==> src/mms_pkg.sv <==
// Constants, types and register map of the measurement mode sequencer.
// Assumes one 100 MHz clock and an AXI4-Lite master with 32-bit data.
//
// Summary of operation
// - Once reset is released the block sits in sleep with no host action needed.
// - The two-bit mode field selects sleep with 00 and forced mode with 01.
// - In sleep no conversion runs and the heater stays off.
// - Writing forced mode starts exactly one full_measurement_cycle.
// - At the end of that cycle the mode field drops back to sleep by itself.
// - Conversions run strictly in the order temperature, pressure, humidity, gas.
// - The hot-plate heater is driven only during the gas part of a forced cycle.
// - Ten heater profiles, numbered 0 to 9, each hold a setpoint and a heating time.
// - A mode write that lands during a running cycle is held back until that cycle ends.
// - While such a change is held back, further mode and control writes are dropped.
// - Oversampling runs from sixteen-fold down to zero, and zero skips that conversion.
// - The gas phase uses the heater profile named by the four-bit heater_profile_select field.
// - Heating and gas conversion run only when the gas-run enable bit is 1.
package mms_pkg;

  localparam int ADDR_W = 8;
  localparam int CNT_W = 16;
  localparam int NUM_PROF = 10;

  localparam logic [ADDR_W-1:0] OFF_CTRL_MEAS = 8'h00;
  localparam logic [ADDR_W-1:0] OFF_CTRL_HUM = 8'h04;
  localparam logic [ADDR_W-1:0] OFF_CTRL_GAS = 8'h08;
  localparam logic [ADDR_W-1:0] OFF_STATUS = 8'h0C;
  localparam logic [ADDR_W-1:0] OFF_PROF_BASE = 8'h40;

  localparam logic [1:0] MODE_SLEEP = 2'h0;
  localparam logic [1:0] MODE_FORCED = 2'h1;

  localparam logic [2:0] OSR_SKIP = 3'h0;

  localparam logic [CNT_W-1:0] SAMPLE_CYCLES = 16'h0008;
  localparam logic [CNT_W-1:0] HEAT_UNIT_CYCLES = 16'h0004;
  localparam logic [CNT_W-1:0] GAS_CONV_CYCLES = 16'h0010;
  localparam logic [CNT_W-1:0] ONE_CYCLE = 16'h0001;

  localparam logic [1:0] RESP_OKAY = 2'h0;
  localparam logic [1:0] RESP_SLVERR = 2'h2;

  typedef enum logic [2:0] {
    PH_IDLE = 3'b000,
    PH_LAUNCH = 3'b001,
    PH_TEMP = 3'b010,
    PH_PRES = 3'b011,
    PH_HUM = 3'b100,
    PH_HEAT = 3'b101,
    PH_GAS = 3'b110
  } mms_phase_t;

  typedef struct packed {
    logic awvalid;
    logic [ADDR_W-1:0] awaddr;
    logic wvalid;
    logic [31:0] wdata;
    logic [3:0] wstrb;
    logic bready;
    logic arvalid;
    logic [ADDR_W-1:0] araddr;
    logic rready;
  } mms_axi_req_t;

  typedef struct packed {
    logic awready;
    logic wready;
    logic bvalid;
    logic [1:0] bresp;
    logic arready;
    logic rvalid;
    logic [31:0] rdata;
    logic [1:0] rresp;
  } mms_axi_rsp_t;

  typedef struct packed {
    mms_axi_rsp_t rsp;
    logic aw_got;
    logic [ADDR_W-1:0] awaddr;
    logic w_got;
    logic [31:0] wdata;
    logic [3:0] wstrb;
    logic [1:0] mode;
    logic [2:0] osrs_t;
    logic [2:0] osrs_p;
    logic [2:0] osrs_h;
    logic [3:0] heater_profile_select;
    logic run_gas;
    logic [NUM_PROF-1:0][15:0] prof;
    logic pending;
    logic [7:0] pend_val;
    mms_phase_t ph;
    logic busy;
    logic heat_on;
    logic [7:0] setpoint;
  } mms_state_t;

  typedef struct packed {
    logic [CNT_W-1:0] cnt;
  } mms_tmr_state_t;

endpackage

==> src/mms_phase_timer.sv <==
// Down-counter that times one sequencer phase.
// Assumes count_in is at least one whenever start_in is high.
`timescale 1ns/100ps
module mms_phase_timer
(
  input wire logic mclk_in,
  input wire logic rst_in,
  input wire logic start_in,
  input wire logic [mms_pkg::CNT_W-1:0] count_in,
  output logic done_out
);

  mms_pkg::mms_tmr_state_t st;
  mms_pkg::mms_tmr_state_t next_st;

  always_comb
  begin
    next_st = st;
    // Restart wins so back-to-back phases lose no cycle
    if (start_in)
    begin
      next_st.cnt = count_in;
    end
    else if (st.cnt != '0)
    begin
      next_st.cnt = st.cnt - mms_pkg::ONE_CYCLE;
    end
  end

  always_ff @(posedge mclk_in)
  begin
    if (rst_in)
    begin
      st <= '0;
    end
    else
    begin
      st <= next_st;
    end
  end

  assign done_out = (st.cnt == mms_pkg::ONE_CYCLE);

endmodule

==> src/mms_sequencer.sv <==
// Mode control and measurement sequencer with its AXI4-Lite register slave.
// Assumes a single clock; the analog front end follows phase_out and heater outputs.
//
// Our own choices: the AXI4-Lite register port and the register addresses.
`timescale 1ns/100ps
module mms_sequencer
(
  input wire logic mclk_in,
  input wire logic rst_in,
  input wire mms_pkg::mms_axi_req_t axi_req_in,
  output mms_pkg::mms_axi_rsp_t axi_rsp_out,
  output mms_pkg::mms_phase_t phase_out,
  output logic busy_out,
  output logic heater_on_out,
  output logic [7:0] heater_setpoint_out
);

  mms_pkg::mms_state_t st;
  mms_pkg::mms_state_t next_st;
  logic tmr_start;
  logic [mms_pkg::CNT_W-1:0] tmr_count;
  logic tmr_done;
  logic wr_fire;
  logic meas_defer;
  logic launch_now;
  logic end_now;
  logic [32:0] wr_cur;
  logic [32:0] rd_cur;
  logic [31:0] mask;
  logic [31:0] merged;
  logic [7:0] cmd;
  logic [15:0] prof_word;
  mms_pkg::mms_phase_t nxt;

  function automatic logic [32:0] reg_read(input mms_pkg::mms_state_t s, input logic [mms_pkg::ADDR_W-1:0] a);
    logic [mms_pkg::ADDR_W-1:0] off;
    logic [32:0] r;
    off = a - mms_pkg::OFF_PROF_BASE;
    r = '0;
    if (a[7:2] == mms_pkg::OFF_CTRL_MEAS[7:2])
      r = {1'b1, 24'h000000, s.osrs_p, s.osrs_t, s.mode};
    else if (a[7:2] == mms_pkg::OFF_CTRL_HUM[7:2])
      r = {1'b1, 29'h00000000, s.osrs_h};
    else if (a[7:2] == mms_pkg::OFF_CTRL_GAS[7:2])
      r = {1'b1, 27'h0000000, s.run_gas, s.heater_profile_select};
    else if (a[7:2] == mms_pkg::OFF_STATUS[7:2])
      r = {1'b1, 27'h0000000, s.ph, s.pending, s.busy};
    else if (a >= mms_pkg::OFF_PROF_BASE && off[7:2] < 6'(mms_pkg::NUM_PROF))
      r = {1'b1, 16'h0000, s.prof[off[5:2]]};
    return r;
  endfunction

  // Zero skips the conversion; codes five and above all mean sixteen samples
  function automatic logic [mms_pkg::CNT_W-1:0] osr_cycles(input logic [2:0] code);
    logic [mms_pkg::CNT_W-1:0] n;
    case (code)
      3'h0: n = 16'h0000;
      3'h1: n = 16'h0001;
      3'h2: n = 16'h0002;
      3'h3: n = 16'h0004;
      3'h4: n = 16'h0008;
      default: n = 16'h0010;
    endcase
    return mms_pkg::CNT_W'(n * mms_pkg::SAMPLE_CYCLES);
  endfunction

  function automatic mms_pkg::mms_phase_t next_phase(input mms_pkg::mms_phase_t cur, input mms_pkg::mms_state_t s);
    mms_pkg::mms_phase_t r;
    r = mms_pkg::PH_IDLE;
    if (cur < mms_pkg::PH_TEMP && s.osrs_t != mms_pkg::OSR_SKIP)
      r = mms_pkg::PH_TEMP;
    else if (cur < mms_pkg::PH_PRES && s.osrs_p != mms_pkg::OSR_SKIP)
      r = mms_pkg::PH_PRES;
    else if (cur < mms_pkg::PH_HUM && s.osrs_h != mms_pkg::OSR_SKIP)
      r = mms_pkg::PH_HUM;
    else if (cur < mms_pkg::PH_HEAT && s.run_gas)
      r = mms_pkg::PH_HEAT;
    else if (cur == mms_pkg::PH_HEAT)
      r = mms_pkg::PH_GAS;
    return r;
  endfunction

  // Out-of-range select falls back to profile 0
  assign prof_word = st.prof[(st.heater_profile_select < 4'(mms_pkg::NUM_PROF)) ? st.heater_profile_select : 4'h0];

  mms_phase_timer u_timer
  (
    .mclk_in(mclk_in),
    .rst_in(rst_in),
    .start_in(tmr_start),
    .count_in(tmr_count),
    .done_out(tmr_done)
  );

  always_comb
  begin
    next_st = st;
    launch_now = 1'b0;
    end_now = 1'b0;
    tmr_start = 1'b0;
    tmr_count = mms_pkg::ONE_CYCLE;
    cmd = st.pend_val;
    nxt = mms_pkg::PH_IDLE;
    wr_cur = reg_read(st, st.awaddr);
    rd_cur = reg_read(st, axi_req_in.araddr);
    mask = {{8{st.wstrb[3]}}, {8{st.wstrb[2]}}, {8{st.wstrb[1]}}, {8{st.wstrb[0]}}};
    merged = (wr_cur[31:0] & ~mask) | (st.wdata & mask);
    wr_fire = st.aw_got && st.w_got && !st.rsp.bvalid;
    meas_defer = wr_fire && wr_cur[32] && !st.pending && st.busy && st.awaddr[7:2] == mms_pkg::OFF_CTRL_MEAS[7:2];

    if (axi_req_in.awvalid && st.rsp.awready)
    begin
      next_st.aw_got = 1'b1;
      next_st.awaddr = axi_req_in.awaddr;
    end
    if (axi_req_in.wvalid && st.rsp.wready)
    begin
      next_st.w_got = 1'b1;
      next_st.wdata = axi_req_in.wdata;
      next_st.wstrb = axi_req_in.wstrb;
    end
    if (st.rsp.bvalid && axi_req_in.bready)
      next_st.rsp.bvalid = 1'b0;

    if (wr_fire)
    begin
      next_st.aw_got = 1'b0;
      next_st.w_got = 1'b0;
      next_st.rsp.bvalid = 1'b1;
      next_st.rsp.bresp = wr_cur[32] ? mms_pkg::RESP_OKAY : mms_pkg::RESP_SLVERR;
      // Dropped writes still answer OKAY, as the device ignores them silently
      if (wr_cur[32] && !st.pending)
      begin
        if (st.awaddr[7:2] == mms_pkg::OFF_CTRL_MEAS[7:2])
        begin
          if (st.busy)
          begin
            next_st.pending = 1'b1;
            next_st.pend_val = merged[7:0];
          end
          else
          begin
            next_st.mode = merged[1:0];
            next_st.osrs_t = merged[4:2];
            next_st.osrs_p = merged[7:5];
            launch_now = (merged[1:0] == mms_pkg::MODE_FORCED);
          end
        end
        else if (st.awaddr[7:2] == mms_pkg::OFF_CTRL_HUM[7:2])
          next_st.osrs_h = merged[2:0];
        else if (st.awaddr[7:2] == mms_pkg::OFF_CTRL_GAS[7:2])
        begin
          next_st.heater_profile_select = merged[3:0];
          next_st.run_gas = merged[4];
        end
        else if (st.awaddr >= mms_pkg::OFF_PROF_BASE)
          next_st.prof[4'(st.awaddr[7:2] - mms_pkg::OFF_PROF_BASE[7:2])] = merged[15:0];
      end
    end

    case (st.ph)
      mms_pkg::PH_IDLE:
      begin
        if (launch_now)
          next_st.ph = mms_pkg::PH_LAUNCH;
      end
      default:
      begin
        if (st.ph == mms_pkg::PH_LAUNCH || tmr_done)
        begin
          nxt = next_phase(st.ph, st);
          if (nxt == mms_pkg::PH_IDLE)
            end_now = 1'b1;
          else
          begin
            next_st.ph = nxt;
            tmr_start = 1'b1;
            case (nxt)
              mms_pkg::PH_TEMP: tmr_count = osr_cycles(st.osrs_t);
              mms_pkg::PH_PRES: tmr_count = osr_cycles(st.osrs_p);
              mms_pkg::PH_HUM: tmr_count = osr_cycles(st.osrs_h);
              mms_pkg::PH_HEAT: tmr_count = (prof_word[15:8] == 8'h00) ? mms_pkg::ONE_CYCLE :
                mms_pkg::CNT_W'({8'h00, prof_word[15:8]} * mms_pkg::HEAT_UNIT_CYCLES);
              mms_pkg::PH_GAS: tmr_count = mms_pkg::GAS_CONV_CYCLES;
              default: tmr_count = mms_pkg::ONE_CYCLE;
            endcase
          end
        end
      end
    endcase

    if (end_now)
    begin
      next_st.ph = mms_pkg::PH_IDLE;
      next_st.mode = mms_pkg::MODE_SLEEP;
      // A mode write landing in the last cycle takes effect now, not lost
      if (st.pending || meas_defer)
      begin
        if (!st.pending)
          cmd = merged[7:0];
        next_st.mode = cmd[1:0];
        next_st.osrs_t = cmd[4:2];
        next_st.osrs_p = cmd[7:5];
        next_st.pending = 1'b0;
        if (cmd[1:0] == mms_pkg::MODE_FORCED)
          next_st.ph = mms_pkg::PH_LAUNCH;
      end
    end

    next_st.busy = (next_st.ph != mms_pkg::PH_IDLE);
    next_st.heat_on = (next_st.ph == mms_pkg::PH_HEAT || next_st.ph == mms_pkg::PH_GAS);
    if (next_st.ph == mms_pkg::PH_HEAT && st.ph != mms_pkg::PH_HEAT)
      next_st.setpoint = prof_word[7:0];
    else if (!next_st.heat_on)
      next_st.setpoint = 8'h00;

    if (st.rsp.rvalid && axi_req_in.rready)
      next_st.rsp.rvalid = 1'b0;
    if (axi_req_in.arvalid && st.rsp.arready)
    begin
      next_st.rsp.rvalid = 1'b1;
      next_st.rsp.rdata = rd_cur[31:0];
      next_st.rsp.rresp = rd_cur[32] ? mms_pkg::RESP_OKAY : mms_pkg::RESP_SLVERR;
    end
    next_st.rsp.arready = !next_st.rsp.rvalid;
    next_st.rsp.awready = !next_st.aw_got && !next_st.rsp.bvalid;
    next_st.rsp.wready = !next_st.w_got && !next_st.rsp.bvalid;
  end

  always_ff @(posedge mclk_in)
  begin
    if (rst_in)
    begin
      st <= '0;
    end
    else
    begin
      st <= next_st;
    end
  end

  assign axi_rsp_out = st.rsp;
  assign phase_out = st.ph;
  assign busy_out = st.busy;
  assign heater_on_out = st.heat_on;
  assign heater_setpoint_out = st.setpoint;

  a_sleep_after_reset: assert property (@(posedge mclk_in) rst_in |=>
    (st.ph == mms_pkg::PH_IDLE && st.mode == mms_pkg::MODE_SLEEP && !busy_out))
    else $error("not in sleep after reset");

  a_sleep_quiet: assert property (@(posedge mclk_in) disable iff (rst_in)
    st.mode == mms_pkg::MODE_SLEEP && !st.pending |-> !heater_on_out && phase_out == mms_pkg::PH_IDLE && !busy_out)
    else $error("activity while in sleep");

  a_forced_launch: assert property (@(posedge mclk_in) disable iff (rst_in)
    launch_now |=> st.ph == mms_pkg::PH_LAUNCH && st.mode == mms_pkg::MODE_FORCED ##1 st.ph != mms_pkg::PH_LAUNCH)
    else $error("forced write did not start one cycle");

  a_return_sleep: assert property (@(posedge mclk_in) disable iff (rst_in)
    end_now && !st.pending && !meas_defer |=> st.mode == mms_pkg::MODE_SLEEP && !busy_out)
    else $error("no return to sleep after cycle");

  a_phase_order: assert property (@(posedge mclk_in) disable iff (rst_in)
    $changed(st.ph) && st.ph > mms_pkg::PH_LAUNCH |-> $past(st.ph) < st.ph)
    else $error("conversion order broken");

  a_heater_gas_only: assert property (@(posedge mclk_in) disable iff (rst_in)
    heater_on_out |-> (st.ph == mms_pkg::PH_HEAT || st.ph == mms_pkg::PH_GAS) && st.mode == mms_pkg::MODE_FORCED)
    else $error("heater on outside gas phase");

  a_defer_mode: assert property (@(posedge mclk_in) disable iff (rst_in)
    meas_defer && !end_now |=> st.pending && st.mode == $past(st.mode) && busy_out)
    else $error("mode write during cycle not deferred");

  a_discard_pending: assert property (@(posedge mclk_in) disable iff (rst_in)
    st.pending && wr_fire && !end_now |=> $stable(st.pend_val) && $stable(st.prof) && $stable(st.run_gas))
    else $error("write accepted while change pending");

  a_skip_zero: assert property (@(posedge mclk_in) disable iff (rst_in)
    (st.ph == mms_pkg::PH_TEMP |-> st.osrs_t != mms_pkg::OSR_SKIP) and
    (st.ph == mms_pkg::PH_PRES |-> st.osrs_p != mms_pkg::OSR_SKIP) and
    (st.ph == mms_pkg::PH_HUM && $past(st.ph) != mms_pkg::PH_HUM |-> $past(st.osrs_h) != mms_pkg::OSR_SKIP))
    else $error("skipped conversion was run");

  a_profile_used: assert property (@(posedge mclk_in) disable iff (rst_in)
    st.ph == mms_pkg::PH_HEAT && $past(st.ph) != mms_pkg::PH_HEAT |-> heater_setpoint_out == $past(prof_word[7:0]))
    else $error("wrong heater profile");

  a_gas_enable: assert property (@(posedge mclk_in) disable iff (rst_in)
    st.ph == mms_pkg::PH_HEAT && $past(st.ph) != mms_pkg::PH_HEAT |-> $past(st.run_gas))
    else $error("gas phase without enable");

  a_busy_flag: assert property (@(posedge mclk_in) disable iff (rst_in)
    $fell(busy_out) |-> $past(end_now) && !st.pending && st.mode != mms_pkg::MODE_FORCED)
    else $error("busy dropped outside cycle end");

  c_full_cycle: cover property (@(posedge mclk_in) disable iff (rst_in)
    st.ph == mms_pkg::PH_GAS ##1 st.ph == mms_pkg::PH_IDLE);
  c_deferred: cover property (@(posedge mclk_in) disable iff (rst_in)
    st.pending ##1 !st.pending && st.ph == mms_pkg::PH_LAUNCH);
  c_dropped_write: cover property (@(posedge mclk_in) disable iff (rst_in) st.pending && wr_fire);
  c_reserved_mode: cover property (@(posedge mclk_in) disable iff (rst_in) !busy_out && st.mode[1]);
  c_mid_reset: cover property (@(posedge mclk_in) busy_out ##1 rst_in);

endmodule

==> config.mk <==
export PLATFORM = sky130hd
export DESIGN_NAME = mms_sequencer
export DESIGN_NICKNAME = d
export VERILOG_FILES = /design/src/mms_pkg.sv /design/src/mms_phase_timer.sv /design/src/mms_sequencer.sv
export SDC_FILE = /design/constraint.sdc
export NUM_CORES = 1
export LEC_CHECK = 0
export BUFFER_PORTS_ARGS = -buffer_cell sky130_fd_sc_hd__buf_2
export CAP_MARGIN = 30
export CORE_MARGIN = 4
export CORE_UTILIZATION = 30
export DETAILED_ROUTE_END_ITERATION = 10
export GPL_TIMING_DRIVEN = 0
export MAX_ROUTING_LAYER = met4
export SLEW_MARGIN = 20
export SYNTH_ARGS = -nofsm -noshare
export SYNTH_HDL_FRONTEND = slang
export SYNTH_SLANG_ARGS = --single-unit
==> constraint.sdc <==
create_clock -name mclk_in -period 4 [get_ports mclk_in]
set_clock_uncertainty 0.05 [all_clocks]
set_input_delay 0.8 -clock mclk_in [delete_from_list [all_inputs] [get_ports mclk_in]]
set_output_delay 0.8 -clock mclk_in [all_outputs]
set_load 0.01 [all_outputs]
== After elaboration in Yosys (flattened, before gate mapping) ==
Index checks and enable logic that the tools add are counted.

* Register bits: 301
* Output and inout bits: 54

* Add/sub/neg operators: 4
* Order comparisons: 14
* Equality and inequality tests: 33
* Muxes and demuxes: 85
* Bitwise logic cells: 7
* Reduce and logical (&&, ||, !) cells: 53

{| class="wikitable"
|+ Operators with widths
! operator !! number
|-
| two-way mux 185 bit || 2
|-
| two-way mux 33 bit || 10
|-
| two-way mux 160 bit || 2
|-
| binary-select mux 16 bit (select 4 bit) || 3
|-
| two-way mux 168 bit || 1
|-
| two-way mux 165 bit || 1
|-
| bitwise mux 160 bit || 1
|-
| two-way mux 16 bit || 9
|-
| one-hot mux 16 bit (5 select lines) || 1
|-
| one-hot mux 5 bit (5 select lines) || 3
|-
| two-way mux 8 bit || 9
|-
| demux 16 bit (select 4 bit) || 1
|-
| two-way mux 3 bit || 14
|-
| two-way mux 37 bit || 1
|-
| two-way mux 35 bit || 1
|-
| bitwise AND 16 bit || 2
|-
| equality test 3 bit (second input constant) || 9
|-
| two-way mux 9 bit || 3
|-
| equality test 3 x 2 -> 1 bit (second input constant) || 8
|-
| equality test 6 x 2 -> 1 bit (second input constant) || 4
|-
| logical AND 1 bit || 22
|-
| < comparator 4 x 5 -> 1 bit (second input constant) || 4
|-
| two-way mux 1 bit || 18
|-
| equality test 16 x 1 -> 1 bit (second input constant) || 1
|-
| other kinds (32) || 66
|}

== Longest topological paths before layout ==
Gate-level depths: netlist of the first run.

* Depth after elaboration: 23
* Depth in mapped cells: 11

== By module ==
Synthesis of the first run repeated with hierarchy kept, for this count alone.

* Cells, all modules: 1,752
* Area, all modules: 15,467.3 µm²

{| class="wikitable"
|+ By module, submodules not included
! module !! times used !! cells each !! area an instance (µm²) !! seq. area each (µm²)
|-
| mms_sequencer || 1 || 1,637 || 14,521.4 || 4,944.7
|-
| mms_phase_timer || 1 || 115 || 945.9 || 320.3
|}

== Least setup slack after synthesis of the first run ==
Ideal clock, no wire load.

* Kind: input port to flip-flop
* Start: input port axi_req_in[4] (netlist name)
* End: register st (netlist bit axi_rsp_out[12])
* Arrival: 2.339 ns
* Required time: 3.822 ns
* Setup slack: 1.483 ns
* Cell stages on the path: 8
* Buffers on the path: 3
* Cell sequence: buf_2 buf_2 buf_1 mux4_2 a22oi_1 o21ai_0 a22oi_1 nor2_1

* Cells in the longest elaborated chain, start to end: 8
* Elaborated cells on any way between the ends: 15

{| class="wikitable"
|+ RTL lines
! what !! RTL line !! source
|-
| start, declared || mms_sequencer.sv:10 || <nowiki>input wire mms_pkg::mms_axi_req_t axi_req_in,</nowiki>
|-
| subtractor 8 x 7 -> 8 bit || mms_sequencer.sv:38 || <nowiki>off = a - mms_pkg::OFF_PROF_BASE;</nowiki>
|-
| < comparator 6 x 4 -> 1 bit or binary-select mux 16 bit (select 4 bit) (tied branches) || mms_sequencer.sv:48, mms_sequencer.sv:49 ||
|-
| logical AND 1 bit or two-way mux 16 bit (tied branches) || mms_sequencer.sv:48, mms_sequencer.sv:49 ||
|-
| two-way mux 33 bit || mms_sequencer.sv:48 || <nowiki>else if (a >= mms_pkg::OFF_PROF_BASE && off[7:2] < 6'(mms_pkg::NUM_PROF))</nowiki>
|-
| two-way mux 33 bit || mms_sequencer.sv:46 || <nowiki>else if (a[7:2] == mms_pkg::OFF_STATUS[7:2])</nowiki>
|-
| two-way mux 33 bit || mms_sequencer.sv:44 || <nowiki>else if (a[7:2] == mms_pkg::OFF_CTRL_GAS[7:2])</nowiki>
|-
| two-way mux 33 bit || mms_sequencer.sv:42 || <nowiki>else if (a[7:2] == mms_pkg::OFF_CTRL_HUM[7:2])</nowiki>
|-
| two-way mux 33 bit (*) || mms_sequencer.sv:40 || <nowiki>if (a[7:2] == mms_pkg::OFF_CTRL_MEAS[7:2])</nowiki>
|-
| end signal, assigned || mms_sequencer.sv:238 || <nowiki>st <= next_st;</nowiki>
|-
| end, declared || mms_sequencer.sv:18 || <nowiki>mms_pkg::mms_state_t st;</nowiki>
|}

Every way passes the cells marked *; elsewhere a longest branch is shown, timed or not. The select of a mux whose other input is x is not followed.
A chain may end at the register's enable or synchronous reset.

== Worst setup path after layout of the first run ==
* Start: register st[184] (netlist name)
* End: register u_timer.st[4] (netlist name)

* Cells in the longest elaborated chain, start to end: 11

{| class="wikitable"
|+ RTL lines
! what !! RTL line !! source
|-
| < comparator 4 bit || mms_sequencer.sv:84 || <nowiki>assign prof_word = st.prof[(st.heater_profile_select < 4'(mms_pkg::NUM_PROF)) ? st.heater_profile_select : 4'h ...</nowiki>
|-
| two-way mux 4 bit (*) || mms_sequencer.sv:84 ||
|-
| binary-select mux 16 bit (select 4 bit) (*) || mms_sequencer.sv:84 ||
|-
| two-way mux 16 bit (*) || mms_sequencer.sv:84 ||
|-
| zero test 8 bit || mms_sequencer.sv:182 || <nowiki>mms_pkg::PH_HEAT: tmr_count = (prof_word[15:8] == 8'h00) ? mms_pkg::ONE_CYCLE :</nowiki>
|-
| two-way mux 10 bit (*) || mms_sequencer.sv:182 ||
|-
| one-hot mux 16 bit (5 select lines) (*) || mms_sequencer.sv:178 || <nowiki>case (nxt)</nowiki>
|-
| two-way mux 16 bit (*) || mms_sequencer.sv:172 || <nowiki>if (nxt == mms_pkg::PH_IDLE)</nowiki>
|-
| two-way mux 16 bit (*) || mms_sequencer.sv:169 || <nowiki>if (st.ph == mms_pkg::PH_LAUNCH || tmr_done)</nowiki>
|-
| two-way mux 16 bit (*) || mms_sequencer.sv:161 || <nowiki>case (st.ph)</nowiki>
|-
| two-way mux 16 bit (*) || mms_phase_timer.sv:20 || <nowiki>if (start_in)</nowiki>
|-
| end signal, assigned || mms_phase_timer.sv:38 || <nowiki>st <= next_st;</nowiki>
|-
| end, declared || mms_phase_timer.sv:13 || <nowiki>mms_pkg::mms_tmr_state_t st;</nowiki>
|}

Marks and branches as above.

==> flow_metrics.py, run 1 <==
metrics = {
    "status": {
        "status": "finished, final reports clean",
    },
    "clock_network": {
        "cts_tree": "done",
        "hold_buffers": 0,
        "cts_max_path_buffers": 3,
        "cts_sinks": 263,
        "postCtsSetupRepairBufs": 0,
        "root_buffer": "clkbuf_16",
        "insertion_delay_ns": 0.59,
        "h-tree-depth": 1,
        "clk_pin_slew_ns": 0.06,
        "ctsResizeCount": 0,
        "numCtsBuffers": 31,
    },
    "global_route": {
        "track_usage_pct": 22.4,
        "grt_max_degree": 16,
        "grt_pass1_wl_microns": 89600,
        "grt_pass1_vias": 13920,
        "antenna_found_initial": 1,
        "grt-ovfl-total": 0,
    },
    "synthesis": {
        "syn_area_per_cell_sq_um": 8.75,
        "syn-instance-count": 1744,
        "post-synth-top-area-cell": "dfxtp_1",
        "synthArstFlopShare_pct": 0,
        "syn-cell-area_sq_um": 15300,
        "yosys-top-cells-area": "dfxtp_1, mux4_2, a211oi_1",
        "synth_seq_cells": 263,
        "synth_top_area_share_pct": 34.5,
        "synth_edf_count": 0,
        "yosysUniqueCellTypes": 91,
        "ys.flop_type": "dfxtp_1",
        "ys_seq_area_share_pct": 34.5,
        "yosys_warnings": 0,
    },
    "timing": {
        "maxSlewViolCount": 0,
        "rsz0062_at_grt": "no",
        "period_minus_slack_ns": 3.38,
        "fmax_mhz": 296,
        "period_share_pct": 84.5,
        "setup_violations": 0,
        "fin_tns_setup_ns": 0,
        "timing_hold_violations_final": 0,
        "slew_headroom_pct": 31.5,
        "tightest_slew_ns": 1.02,
    },
    "routing": {
        "routed_wl_microns": 61800,
        "route.detailed.drc": 0,
        "drt-initial-drc-count": 1584,
        "vias": 14639,
        "vias_per_cell": 5.72,
        "wl_per_cell_microns": 24.2,
        "first_pass_iters": 6,
        "antenna_left": 0,
    },
    "finish": {
        "layout-drive-gt1-share_pct": 19.6,
        "final_area_sq_um": 17500,
        "final_common_cell": "nor2_1",
        "final_cell_mix": "nor2_1, dfxtp_1, a211oi_1",
        "num-nets-final": 1923,
        "fill_cells": 5205,
        "post-route-util_pct": 35.0,
        "n_antenna_cell": 0,
        "area_growth_syn_to_layout_pct": 14.9,
    },
    "worst_setup_path": {
        "crit_path_max_fanout": 10,
        "cp_top_family": "compound AO/OA/AOI/OAI gates",
        "endpoint_kind": "register",
        "reg2reg_depth": 7,
        "rrSetupSlack_ns": 0.62,
        "arrival_ns": 3.74,
        "crit_required_ns": 4.36,
        "cp_slowest_stage_delay_ns": 0.90,
        "path_cells": "buf_2 -> buf_1 -> o21ai_0 -> a211oi_1 -> o221ai_1 -> a311oi_1 -> a2111oi_1",
        "r2r_end": "u_timer.st[4]",
        "cpMaxStageDelayCell": "a211oi_1",
        "path_buf_inv": 2,
        "r2r_start": "st[184]",
        "path_class": "register to register",
        "start_kind": "register",
    },
    "die": {
        "core_area_sq_um": 50200,
        "ios": 113,
        "num_rows": 82,
        "fp.dieH_microns": 234,
        "dieArea_sq_um": 54500,
        "initial_core_util_pct": 30.4,
        "die_w_microns": 234,
    },
    "pwr": {
        "power_mw": 6.54,
        "vdd_drop_max_mv": 0.291,
        "p_leak_nw": 5.90,
        "p_per_area_nw_per_um2": 373,
    },
    "worst_hold_path": {
        "whs_path_depth": 3,
        "hp-class": "primary input to register",
        "min_to": "st[208]",
        "hold_start": "axi_req_in[21]",
    },
    "placed_design": {
        "dp_hpwl_microns": 49300,
        "place_area_sq_um": 16500,
        "gp_congestion": 1.07,
        "io_buffers": 68,
    },
    "flow_run": {
        "maxCapViolations": 0,
    },
}
Yosys cell counts, types with 8 or more instances:
cell type and number:
mux2i_1 71, a21oi_1 95, mux2_2 17, buf_4 60, buf_2 67, buf_1 9, nor2b_1 13, o21ai_1 27
a211oi_1 163, and2_1 10, nand3_1 50, nand2b_1 30, a221o_1 11, a22o_1 9, a221oi_1 8, dfxtp_1 263
o22ai_1 25, a32oi_2 8, clkbuf_1 76, inv_1 16, nor2_1 267, o21ai_0 48, and3_1 9, mux4_2 66
a22oi_1 28, nand2_1 119, xor2_1 9, a31oi_1 14, nor3_1 24
tightest hold or removal path, cell delays in order:
cell     delay (ns)
buf_2          0.10
nand2_1        0.05
a21oi_1        0.05
cell type report:
cell class / count / area (sq um) / area share (%)
multi-input combinational: 1266 / 8850 / 50.5
tap: 672 / 841 / 4.79
inverter: 17 / 63.8 / 0.364
buffer: 215 / 1140 / 6.49
clock inverter: 15 / 169 / 0.963
timing repair buffer: 68 / 340 / 1.94
sequential: 263 / 5270 / 30.0
clock buffer: 42 / 867 / 4.94
logic make-up after synthesis:
group,after synthesis,synth area share [%]
simple gates,575,17.6
flops,263,34.5
xor+xnor,13,0.746
compound gates,497,22.9
buf+inv,232,7.88
mux,161,16.2
fa+ha+maj,2,0.164
other cells,1,0.0246
metal layers:
metal	global-route usage (%)	up-vias	share of wire, %
li1	-	6631	-
met1	27.2	7105	39
met2	35.9	723	47
met3	4.63	180	8.9
met4	9.71	0	5.3
met5	-	-	0
where the power goes:
part | leakage (nW) | internal, mW | total [mW] | switching [mW]
logic | 3.27 | 0.332 | 0.880 | 0.547
registers | 2.12 | 2.70 | 2.78 | 0.0851
clock network | 0.504 | 1.71 | 2.88 | 1.17
total | 5.90 | 4.74 | 6.54 | 1.80
through the flow:
| stage | hold slack, ns | setup WS, ns | std cells |
|---|---|---|---|
| floorplan | 0.381 | 1.48 | 1761 |
| global placement | 0.395 | 0.387 | 2501 |
| detailed placement | 0.407 | 0.369 | 2501 |
| CTS | 0.388 | 0.829 | 2558 |
| global route | 0.412 | 0.599 | 2558 |
| finish | 0.410 | 0.621 | 2558 |
worst max path at each step:
stage / start / end / slack (ns) / depth (start not counted)
2_1_floorplan: axi_req_in[4] / axi_rsp_out[12] / 1.48 / 8
4_1_cts: st[237] / register / 0.83 / 8
3_3_place_gp: axi_req_in[4] / axi_rsp_out[16] / 0.39 / 8
3_5_place_dp: axi_req_in[4] / axi_rsp_out[16] / 0.37 / 8
5_1_grt: st[184] / u_timer.st[4] / 0.60 / 7
6_report: st[184] / u_timer.st[4] / 0.62 / 7
Note: power is estimated with default switching activity, not from simulation.
==> run 2: changes to the inputs <==
--- a/config.mk
+++ b/config.mk
@@ -5,6 +5,7 @@
 export SDC_FILE = /design/constraint.sdc
 export NUM_CORES = 1
 export LEC_CHECK = 0
+export ABC_AREA = 1
 export BUFFER_PORTS_ARGS = -buffer_cell sky130_fd_sc_hd__buf_2
 export CAP_MARGIN = 30
 export CORE_MARGIN = 4
==> constraint.sdc (replaced) <==
create_clock -name mclk_in -period 3.5 [get_ports mclk_in]
set_clock_uncertainty 0.05 [all_clocks]
set_input_delay 0.7 -clock mclk_in [delete_from_list [all_inputs] [get_ports mclk_in]]
set_output_delay 0.7 -clock mclk_in [all_outputs]
set_load 0.01 [all_outputs]
==> flow_metrics.py, run 2 <==
metrics = {
    "global_route": {
        "grt_pass1_wl_microns": 107000,
        "grt-ovfl-total": 0,
        "antenna_found_initial": 0,
        "track_usage_pct": 27.9,
        "grt_pass1_vias": 15734,
        "grt_max_degree": 14,
    },
    "routing": {
        "wl_per_cell_microns": 24.9,
        "first_pass_iters": 6,
        "vias": 16964,
        "route.detailed.drc": 0,
        "antenna_left": 0,
        "vias_per_cell": 5.61,
        "routed_wl_microns": 75300,
        "drt-initial-drc-count": 2160,
    },
    "timing": {
        "fin_ws_ns": 0.0421,
        "fmax_mhz": 289,
        "slew_headroom_pct": 20.8,
        "timing_hold_violations_final": 0,
        "maxSlewViolCount": 0,
        "rsz0062_at_grt": "no",
        "period_minus_slack_ns": 3.46,
        "holdWs_ns": 0.340,
        "setup_violations": 0,
        "period_share_pct": 98.8,
        "tightest_slew_ns": 1.19,
    },
    "clock_network": {
        "h-tree-depth": 2,
        "ctsResizeCount": 5,
        "cts_sinks": 263,
        "postCtsSetupRepairBufs": 0,
        "hold_buffers": 0,
        "root_buffer": "clkbuf_16",
        "numCtsBuffers": 34,
        "insertion_delay_ns": 0.56,
        "clk_pin_slew_ns": 0.06,
        "cts_tree": "done",
        "cts_max_path_buffers": 3,
    },
    "worst_setup_path": {
        "path_common_cell": "o21ai_0",
        "cp_slowest_stage_delay_ns": 0.62,
        "r2r_start": "st[183]",
        "critPathLaunch": "st[183]",
        "path_class": "register to register",
        "crit_path_max_fanout": 10,
        "path_cells": "buf_2 -> inv_1 -> nor2_2 -> buf_2 -> buf_2 -> o21ai_0 -> o21ai_0 -> o21ai_0 -> o21ai_0 -> nand2_2 -> a21oi_2",
        "cp_top_family": "buffers and inverters",
        "arrival_ns": 3.90,
        "start_kind": "register",
        "cpMaxStageDelayCell": "o21ai_0",
        "endpoint_kind": "register",
        "crit_required_ns": 3.94,
        "path_buf_inv": 4,
    },
    "pwr": {
        "power_frac_seq_pct": 37.9,
        "power_mw": 8.47,
        "clkPwrFrac_pct": 44.0,
        "p_leak_nw": 7.13,
        "sw_frac_of_total_pct": 31.3,
        "p_per_area_nw_per_um2": 488,
        "p_sw_mw": 2.65,
        "power_frac_comb_pct": 18.0,
        "vdd_drop_max_mv": 0.237,
        "p_int_mw": 5.82,
    },
    "finish": {
        "final_area_sq_um": 17400,
        "n_antenna_cell": 0,
        "fill_cells": 5306,
        "layout-drive-gt1-share_pct": 12.3,
        "final_cell_mix": "nand2_1, o21ai_0, dfxtp_1",
        "num-nets-final": 2396,
        "ff_latch_area_sq_um": 5270,
        "multiInputGateArea_sq_um": 7700,
        "area_growth_syn_to_layout_pct": 16.8,
        "final_common_cell": "nand2_1",
        "stdcell_count": 3022,
    },
    "synthesis": {
        "synthTopCellsByCount": "nand2_1, o21ai_0, dfxtp_1",
        "synth_top_area_share_pct": 35.4,
        "syn-cell-area_sq_um": 14900,
        "synthArstFlopShare_pct": 0,
        "yosys-top-cells-area": "dfxtp_1, o21ai_0, a21oi_1",
        "ys_seq_area_share_pct": 35.4,
        "yosysUniqueCellTypes": 55,
        "syn-instance-count": 2206,
        "synth_most_common_cell": "nand2_1",
        "syn_area_per_cell_sq_um": 6.73,
        "post-synth-top-area-cell": "dfxtp_1",
        "yosys_warnings": 0,
        "synth_seq_cells": 263,
        "synth_edf_count": 0,
        "ys.flop_type": "dfxtp_1",
    },
    "placed_design": {
        "pre_cts_ws_ns": -0.513,
        "place.detailed.instances": 2960,
        "gp_congestion": 1.02,
        "place_area_sq_um": 16100,
        "dp_hpwl_microns": 55900,
        "io_buffers": 71,
    },
    "worst_hold_path": {
        "hold_start": "axi_req_in[25]",
        "hp-class": "primary input to register",
    },
    "flow_run": {
        "maxCapViolations": 0,
    },
    "die": {
        "dieArea_sq_um": 53100,
        "die_w_microns": 231,
        "num_rows": 81,
        "core_area_sq_um": 49000,
        "initial_core_util_pct": 30.3,
        "ios": 113,
        "fp.dieH_microns": 231,
    },
    "status": {
        "status": "finished, final reports clean",
    },
}
-- run 2: changes by cell type in the layout (fill, tap and decap cells not counted), sizes merged, moves of 68 or more --
cell,change
mux2i,-68
a21oi,+169
a211oi,-160
nand2,+212
o21ai,+234
inv,+252
-- run 2: power by group through the flow --
stage | clock network, mW | registers (mW) | logic [mW]
finish | 3.73 | 3.21 | 1.53
global route | 3.88 | 3.22 | 1.67
CTS | 3.77 | 3.21 | 1.48
detailed placement | 0 | 3.27 | 1.48
global placement | 0 | 3.27 | 1.47
floorplan | 0 | 3.24 | 0.975
-- run 2: tightest hold or removal path, delay by kind of cell --
kind / cells / cell delay, ns
AND/OR/NAND/NOR: 1 / 0.08
buffers and inverters: 1 / 0.07
AO/OA/AOI/OAI: 1 / 0.07
-- run 2: final cells by class --
| type | count | share of cell area (%) |
|---|---|---|
| Multi-Input combinational cell | 1497 | 44.4 |
| Clock inverter | 11 | 0.793 |
| Inverter | 275 | 6.00 |
| Timing Repair Buffer | 76 | 2.28 |
| Tap cell | 664 | 4.79 |
| Sequential cell | 263 | 30.3 |
| Clock buffer | 48 | 5.90 |
| Buffer | 188 | 5.52 |
-- run 2: path summary, 6_finish.rpt --
check,cells past startpoint,end,slack [ns]
setup reg to reg,11,heater_setpoint_out[6],0.04
hold / removal,3,st[212],0.34
hold reg to reg,1,axi_rsp_out[39],0.40
setup / recovery,11,heater_setpoint_out[6],0.04
-- run 2: cells by family (layout without fill, tap and decap cells) --
kind of cell | Yosys count | count (layout) | share of synthesized area [%]
AOI/OAI and AO/OA | 812 | 812 | 31.7
and+or+nand+nor | 654 | 654 | 18.6
buffers and inverters | 463 | 598 | 13.4
DFF | 263 | 263 | 35.4
xor gates and xnor gates | 8 | 8 | 0.472
muxes | 3 | 3 | 0.202
adders and majority gates | 2 | 2 | 0.168
other | 1 | 18 | 0.0252
-- run 2: stage by stage --
stage,setup TNS (ns),utilization [%]
CTS,0,35.4
detailed placement,-3.66,33.0
global route,0,35.5
finish,0,35.5
global placement,-18.54,32.9
floorplan,0,-
-- run 2: per-layer routing --
layer	track usage, %	wire (microns)	part of all wire [%]
met1	34.9	30200	40
met2	41.6	32000	42
met3	6.37	8010	11
met4	15.3	5090	6.8
met5	-	0	0
